===== src/isv_pkg.sv =====
package isv_pkg;

    // ****************************************
    // sizes
    // ****************************************
    localparam int ISV_SLOTS = 29;
    localparam int ISV_SLOT_W = 5;
    localparam int ISV_SRC = 35;
    localparam int ISV_VEC_W = 16;
    localparam int ISV_RESET_SRC = 4;

    // ****************************************
    // vectors
    // ****************************************
    localparam logic [15:0] ISV_VEC_RESET = 16'h0000;
    localparam logic [15:0] ISV_VEC_BASE = 16'h0004;
    localparam logic [15:0] ISV_VEC_BREAK = 16'h003e;
    localparam logic [15:0] ISV_VEC_STEP = 16'h0002;

    // ****************************************
    // source bit positions in the request vector
    // ****************************************
    localparam int SRC_LVI = 0;
    localparam int SRC_P0 = 1;
    localparam int SRC_P1 = 2;
    localparam int SRC_IIC = 3;
    localparam int SRC_P3 = 4;
    localparam int SRC_P4 = 5;
    localparam int SRC_T0C0 = 6;
    localparam int SRC_T0C1 = 7;
    localparam int SRC_T1C0 = 8;
    localparam int SRC_T1C1 = 9;
    localparam int SRC_NERR = 10;
    localparam int SRC_NWUP = 11;
    localparam int SRC_NRX = 12;
    localparam int SRC_NTX = 13;
    localparam int SRC_S0E = 14;
    localparam int SRC_S0R = 15;
    localparam int SRC_S0T = 16;
    localparam int SRC_P2 = 17;
    localparam int SRC_CSI = 18;
    localparam int SRC_EXT = 19;

    localparam logic [1:0] ISV_NO_SERVICE = 2'h0;

    typedef struct packed {
        logic valid;
        logic is_break;
        logic is_reset;
        logic high_group;
        logic [4:0] slot;
        logic [15:0] vector;
    } isv_grant_t;

    typedef enum logic [1:0] {ISV_IDLE, ISV_OFFER, ISV_WAIT_ACK} isv_state_t;

endpackage


===== src/isv_arbiter.sv =====
module isv_arbiter import isv_pkg::*; (
    // slot requests
    input wire logic [ISV_SLOTS-1:0] req,
    input wire logic [ISV_SLOTS-1:0] prio_low,
    input wire logic allow_high,
    input wire logic allow_low,
    // winner
    output logic found,
    output logic [ISV_SLOT_W-1:0] win_slot,
    output logic win_low
);
    // ****************************************
    // fixed order scan, high group before low group, lowest index wins within a group
    // ****************************************
    always_comb begin
        found = 1'b0;
        win_slot = '0;
        win_low = 1'b0;
        // high group first, then low, each in default order
        for (int i = ISV_SLOTS - 1; i >= 0; i--) begin
            if (req[i] && !prio_low[i] && allow_high) begin
                found = 1'b1;
                win_slot = ISV_SLOT_W'(i);
                win_low = 1'b0;
            end
        end
        if (!found) begin
            for (int j = ISV_SLOTS - 1; j >= 0; j--) begin
                if (req[j] && prio_low[j] && allow_low) begin
                    found = 1'b1;
                    win_slot = ISV_SLOT_W'(j);
                    win_low = 1'b1;
                end
            end
        end
    end
endmodule // isv_arbiter


===== src/isv_top.sv =====
module isv_top import isv_pkg::*; #(
    parameter bit HAS_NETCTL = 1'b1
) (
    // clock and reset
    input wire logic mclk,
    input wire logic sys_rst,
    // peripheral requests, already on mclk
    input wire logic low_voltage_irq,
    input wire logic low_voltage_mode_select,
    input wire logic twowire_done_irq,
    input wire logic timer0_ch0_irq,
    input wire logic timer0_ch1_irq,
    input wire logic timer1_ch0_irq,
    input wire logic timer1_ch1_irq,
    input wire logic netctl_error_irq,
    input wire logic netctl_wakeup_irq,
    input wire logic netctl_rx_done_irq,
    input wire logic netctl_tx_done_irq,
    input wire logic serial0_edge_irq,
    input wire logic serial0_rx_irq,
    input wire logic serial0_tx_irq,
    input wire logic clocked_serial_tx_irq,
    input wire logic [ISV_SLOTS-16:0] upper_slot_irq,
    // external pin edge requests, asynchronous
    input wire logic ext_pin0_irq,
    input wire logic ext_pin1_irq,
    input wire logic ext_pin2_irq,
    input wire logic ext_pin3_irq,
    input wire logic ext_pin4_irq,
    // reset sources
    input wire logic [ISV_RESET_SRC-1:0] reset_src,
    // control from core
    input wire logic [ISV_SLOTS-1:0] mask,
    input wire logic [ISV_SLOTS-1:0] prio_low,
    input wire logic int_enable,
    input wire logic software_break_instr,
    input wire logic [ISV_SRC-1:0] flag_clear,
    input wire logic ack,
    input wire logic service_done,
    // to core
    output logic [ISV_SRC-1:0] flags,
    output isv_grant_t grant,
    output logic [1:0] in_service
);
    // ****************************************
    // pin synchronisers
    // ****************************************
    logic [4:0] pin_s1, pin_s2, next_pin_s1, next_pin_s2;
    always_comb begin
        next_pin_s1 = {ext_pin4_irq, ext_pin3_irq, ext_pin2_irq, ext_pin1_irq, ext_pin0_irq};
        next_pin_s2 = pin_s1;
    end
    always_ff @(posedge mclk or posedge sys_rst) begin
        if (sys_rst) begin
            pin_s1 <= '0;
            pin_s2 <= '0;
        end else begin
            pin_s1 <= next_pin_s1;
            pin_s2 <= next_pin_s2;
        end
    end

    // ****************************************
    // request flags, set beats clear
    // ****************************************
    logic [ISV_SRC-1:0] raw, next_flags;
    always_comb begin
        raw = '0;
        // low-voltage is maskable only while mode select is 0
        raw[SRC_LVI] = low_voltage_irq && !low_voltage_mode_select;
        raw[SRC_P0] = pin_s2[0];
        raw[SRC_P1] = pin_s2[1];
        raw[SRC_IIC] = twowire_done_irq;
        raw[SRC_P3] = pin_s2[3];
        raw[SRC_P4] = pin_s2[4];
        raw[SRC_T0C0] = timer0_ch0_irq;
        raw[SRC_T0C1] = timer0_ch1_irq;
        raw[SRC_T1C0] = timer1_ch0_irq;
        raw[SRC_T1C1] = timer1_ch1_irq;
        // network sources vanish when the controller is absent
        raw[SRC_NERR] = HAS_NETCTL && netctl_error_irq;
        raw[SRC_NWUP] = HAS_NETCTL && netctl_wakeup_irq;
        raw[SRC_NRX] = HAS_NETCTL && netctl_rx_done_irq;
        raw[SRC_NTX] = HAS_NETCTL && netctl_tx_done_irq;
        raw[SRC_S0E] = serial0_edge_irq;
        raw[SRC_S0R] = serial0_rx_irq;
        raw[SRC_S0T] = serial0_tx_irq;
        raw[SRC_P2] = pin_s2[2];
        raw[SRC_CSI] = clocked_serial_tx_irq;
        raw[SRC_EXT +: ISV_SLOTS-15] = upper_slot_irq;
        // a pending set survives a clear in the same cycle
        next_flags = (flags & ~flag_clear) | raw;
    end
    always_ff @(posedge mclk or posedge sys_rst) begin
        if (sys_rst) begin
            flags <= '0;
        end else begin
            flags <= next_flags;
        end
    end

    // ****************************************
    // slot merge
    // ****************************************
    logic [ISV_SLOTS-1:0] slot_req;
    always_comb begin
        slot_req = '0;
        slot_req[0] = flags[SRC_LVI];
        slot_req[1] = flags[SRC_P0];
        slot_req[2] = flags[SRC_P1] | flags[SRC_IIC];
        slot_req[3] = flags[SRC_P3] | flags[SRC_P4];
        slot_req[4] = flags[SRC_T0C0];
        slot_req[5] = flags[SRC_T0C1];
        slot_req[6] = flags[SRC_T1C0];
        slot_req[7] = flags[SRC_T1C1];
        slot_req[8] = flags[SRC_NERR] | flags[SRC_NWUP];
        slot_req[9] = flags[SRC_NRX];
        slot_req[10] = flags[SRC_NTX];
        slot_req[11] = flags[SRC_S0E];
        slot_req[12] = flags[SRC_S0R];
        slot_req[13] = flags[SRC_S0T];
        slot_req[14] = flags[SRC_P2] | flags[SRC_CSI];
        slot_req[ISV_SLOTS-1:15] = flags[SRC_EXT +: ISV_SLOTS-15];
        slot_req = slot_req & ~mask;
    end

    // ****************************************
    // arbitration
    // ****************************************
    // in_service bit0: low group in service, bit1: high group in service
    logic found, win_low;
    logic [ISV_SLOT_W-1:0] win_slot;
    isv_arbiter u_arb (
        .req(slot_req),
        .prio_low(prio_low),
        .allow_high(int_enable && !in_service[1]),
        .allow_low(int_enable && in_service == ISV_NO_SERVICE),
        .found(found),
        .win_slot(win_slot),
        .win_low(win_low)
    );

    // ****************************************
    // offer to core
    // ****************************************
    isv_state_t state, next_state;
    isv_grant_t next_grant;
    logic [1:0] next_in_service;
    logic break_pend, next_break_pend;
    always_comb begin
        next_state = state;
        next_grant = grant;
        next_in_service = in_service;
        // break kept pending until offered, never lost to arbitration
        next_break_pend = break_pend | software_break_instr;
        if (service_done) begin
            // highest active level retires first
            if (in_service[1]) next_in_service[1] = 1'b0;
            else next_in_service[0] = 1'b0;
        end
        case (state)
            ISV_IDLE: begin
                if (|reset_src) begin
                    next_grant = '{1'b1, 1'b0, 1'b1, 1'b1, 5'h00, ISV_VEC_RESET};
                    next_state = ISV_OFFER;
                end else if (break_pend) begin
                    // bypasses enable and in-service state
                    next_grant = '{1'b1, 1'b1, 1'b0, 1'b0, 5'h00, ISV_VEC_BREAK};
                    next_break_pend = software_break_instr;
                    next_state = ISV_OFFER;
                end else if (found) begin
                    next_grant.valid = 1'b1;
                    next_grant.is_break = 1'b0;
                    next_grant.is_reset = 1'b0;
                    next_grant.high_group = !win_low;
                    next_grant.slot = win_slot;
                    next_grant.vector = ISV_VEC_BASE
                        + ISV_VEC_W'({win_slot, 1'b0});
                    next_state = ISV_OFFER;
                end
            end
            ISV_OFFER: begin
                if (ack) begin
                    if (!grant.is_break && !grant.is_reset) begin
                        if (grant.high_group) next_in_service[1] = 1'b1;
                        else next_in_service[0] = 1'b1;
                    end
                    next_grant.valid = 1'b0;
                    next_state = ISV_WAIT_ACK;
                end
            end
            ISV_WAIT_ACK: begin
                // one idle cycle lets the core clear the flag
                next_state = ISV_IDLE;
            end
            default: next_state = ISV_IDLE;
        endcase
    end
    always_ff @(posedge mclk or posedge sys_rst) begin
        if (sys_rst) begin
            state <= ISV_IDLE;
            grant <= '0;
            in_service <= ISV_NO_SERVICE;
            break_pend <= 1'b0;
        end else begin
            state <= next_state;
            grant <= next_grant;
            in_service <= next_in_service;
            break_pend <= next_break_pend;
        end
    end
endmodule // isv_top

===== config.mk =====
export PLATFORM = sky130hd
export DESIGN_NAME = isv_top
export DESIGN_NICKNAME = d
export VERILOG_FILES = /design/src/isv_pkg.sv /design/src/isv_arbiter.sv /design/src/isv_top.sv
export SDC_FILE = /design/constraint.sdc
export NUM_CORES = 1
export LEC_CHECK = 0
export ABC_AREA = 1
export BUFFER_PORTS_ARGS = -buffer_cell sky130_fd_sc_hd__buf_4
export CORE_ASPECT_RATIO = 1.75
export CORE_MARGIN = 2
export CORE_UTILIZATION = 46
export DETAILED_ROUTE_END_ITERATION = 8
export GPL_TIMING_DRIVEN = 0
export PLACE_DENSITY = 0.81
export SYNTH_ARGS = -nofsm -noshare
export SYNTH_HDL_FRONTEND = slang
export SYNTH_SLANG_ARGS = --single-unit

===== constraint.sdc =====
create_clock -name mclk -period 4.05 [get_ports mclk]
set_input_delay 0.81 -clock mclk [delete_from_list [all_inputs] [get_ports mclk]]
set_output_delay 0.81 -clock mclk [all_outputs]
set_load 0.01 [all_outputs]

==> run summary <==
status: complete, but fails checks
failing checks: negative setup slack
HPWL after DPL: 9.40 mm
Peak Freq: 241 MHz
Worst-path clk slew: 0.06 ns
Final Setup Violations: 1
FF+latch count, synth: 65
clk_skew: 0.00670 ns
HP Class: reg2reg
First-pass DRT Iterations: 5
Startpoint Class: input port
DR WL met2: 6.71 mm
CP max FO: 10
# DRC: 0
top sig layer: met4
Area contributors post-synth: dfrtp_1 (41%), inv_1 (16%), nand2_1 (11%), nor2_1 (6.5%), nor3_1 (6.3%)
met3 WL: 637 um
clk buf depth: 2
largest area contributor in the netlist: dfrtp_1
Root Driver: clkbuf_16
fin nets: 936
# rows: 44
initial antenna violation count: 0
Mean Syn Cell Area: 6.74 um2
Vias per Instance: 4.68
Peak supply drop: 0.000267 V
post-synthesis instance total: 585
RSZ-0062 raised after global routing: true
min setup slack post-route: -0.108 ns
leak pwr: 3.43 nW
total number of vias: 4,294
first-pass GRT wire length: 18.7 mm
Least-Margin Pin Slew: 0.588 ns
die height: 126 um
Ys Warns: 0
I/O Buffers: 188
Synth cell types: 28
share of cells above drive strength 1: 30.6%
leading cell type in the layout, fill and taps excluded: buf_4
Cell Pwr Density: 389 mW/mm2
Hold Slack: 0.352 ns
final WL: 11.6 mm
max cap viols: 0
length of routed wiring on met1: 3.95 mm
final worst path period share: 103%
largest net degree at the start of global routing: 44
grt ovf: 0
Hold Vio Cnt, Final: 0
most frequent cells in the layout: buf_4 (203), inv_1 (163), nand2_1 (117)
Final Total Pwr: 2.31 mW
Final min period: 4.16 ns
Ports: 199
top cell type's share of synthesized area: 41.3%
Post-Route Setup TNS: -0.108 ns
Synth Cell Area: 0.00394 mm2
DRT iter0 DRCs: 218
Avg WL per Cell: 12.7 um
Final GP Congestion: 0.879
WS Path Type: in2reg
CTS sink cnt: 65
post-synthesis sequential area ratio: 41.3%
Worst-Skew Late Latency: 0.33 ns
total core area: 0.00831 mm2
WP data arrival: 4.36 ns
number of H-tree levels: 3
vias in the first global route: 4,424
Final ANT Viol Nets: 0
Num CTS Buffers: 9
hold-fix buffer count after cts: 0
initial core utilization: 47.4%
CTS tree: yes
CP endpoint kind: register
Chip Width: 74.0 um
gr usage total: 25.4%
pins over their slew limit: 0
Ant. Diodes: 0
Rel. slew slack: 60.5%
Area Overhead vs Synth: 50.8%
Die Area: 0.00936 mm2
CP Data Required Time: 4.25 ns
## stage by stage
step / util [%] / setup WS [ns] / instances / instance area [um2]
finish: 71.5 / -0.108 / 918 / 5940
global route: 71.5 / -0.520 / 918 / 5940
CTS: 70.5 / 0.0168 / 914 / 5860
detailed placement: 66.8 / -0.755 / 898 / 5550
global placement: 66.5 / -0.673 / 897 / 5530
floorplan: - / 0.136 / 594 / 3980
## flip-flops by register name, summed over array words and instances (netlist names)
name	flops
next_pin_s2	5
in_service	2
state	2
pin_s2	5
flags	35
break_pend	1
grant	15
## cells in the mapped netlist
cell type / number
inv_2: 1
nor3_2: 2
nand4_1: 1
a22oi_1: 1
a31o_2: 1
dfrtp_1: 65
nor2_4: 1
a22o_1: 1
a21oi_1: 12
clkinv_1: 1
o22ai_1: 1
clkbuf_1: 3
buf_2: 2
ha_1: 1
nor4_1: 4
inv_1: 165
nor3_1: 50
nand2_1: 119
a31oi_1: 2
conb_1: 1
o21ai_0: 19
o21bai_1: 33
or2_2: 3
nand3_1: 16
nor2_1: 68
o311ai_0: 1
o31ai_1: 1
buf_4: 10
## kinds of logic (layout without fill, tap and decap cells)
family | Yosys count | count (layout) | synth area share [%]
other | 1 | 10 | 0.0951
buffers and inverters | 182 | 391 | 18.3
AO/OA/AOI/OAI | 72 | 72 | 11.7
adder cells (fa/ha/maj) | 1 | 1 | 0.317
AND/OR/NAND/NOR | 264 | 264 | 28.2
flip-flops | 65 | 65 | 41.3
## layer usage
layer	up-vias	GRT usage (%)
met5	-	0
met2	136	48.0
met3	29	5.16
met1	1968	25.4
met4	0	11.4
li1	2161	-
## final timing paths
kind | startpoint | end | slack, ns | depth (start not counted)
setup / recovery | int_enable | grant[4]$_DFFE_PP0P_ | -0.11 | 21
min in group asynchronous | sys_rst | flags[3]$_DFF_PP0_ | 0.52 | 2
max in group asynchronous | sys_rst | flags[26]$_DFF_PP0_ | 2.91 | 3
hold reg to reg | next_pin_s2[0]$_DFF_PP0_ | pin_s2[0]$_DFF_PP0_ | 0.35 | 0
setup reg to reg | in_service[1]$_DFF_PP0_ | grant[4]$_DFFE_PP0P_ | 0.01 | 19
hold / removal | next_pin_s2[0]$_DFF_PP0_ | pin_s2[0]$_DFF_PP0_ | 0.35 | 0
## what timing repair did
item / 4_1_cts / 5_1_grt
pin swaps: 0 / 2
setup endpoints to repair: 12 / 12
buffers inserted: 0 / 4
resized for setup: 11 / 15
## worst max-delay path: stages
cell      delay (ns)
buf_4           0.08
inv_2           0.03
nor2_4          0.18
clkinv_4        0.14
buf_4           0.20
buf_6           0.15
nor2_1          0.16
clkinv_2        0.18
clkbuf_2        0.27
clkbuf_2        0.26
nor3_1          0.23
nor2_1          0.11
nand2_1         0.09
a31oi_1         0.06
or2_2           0.29
a21oi_1         0.30
inv_1           0.08
ha_1            0.22
or2_2           0.29
a21oi_1         0.13
o21ai_0         0.09
## cell type report
type / instances / area, um2
Clock buffer: 9 / 225
Fill cell: 705 / 2370
Sequential cell: 65 / 1630
Timing Repair Buffer: 193 / 1460
Multi-Input combinational cell: 347 / 1690
Inverter: 167 / 633
Tap cell: 115 / 144
Buffer: 15 / 109
Clock inverter: 7 / 53.8
## report_power, final
group | switching (mW) | internal, mW | leakage (nW)
combinational | 0.477 | 0.356 | 2.55
clock | 0.306 | 0.418 | 0.128
sequential | 0.0407 | 0.713 | 0.758
total | 0.824 | 1.49 | 3.43
(Power assumes the default switching activity.)
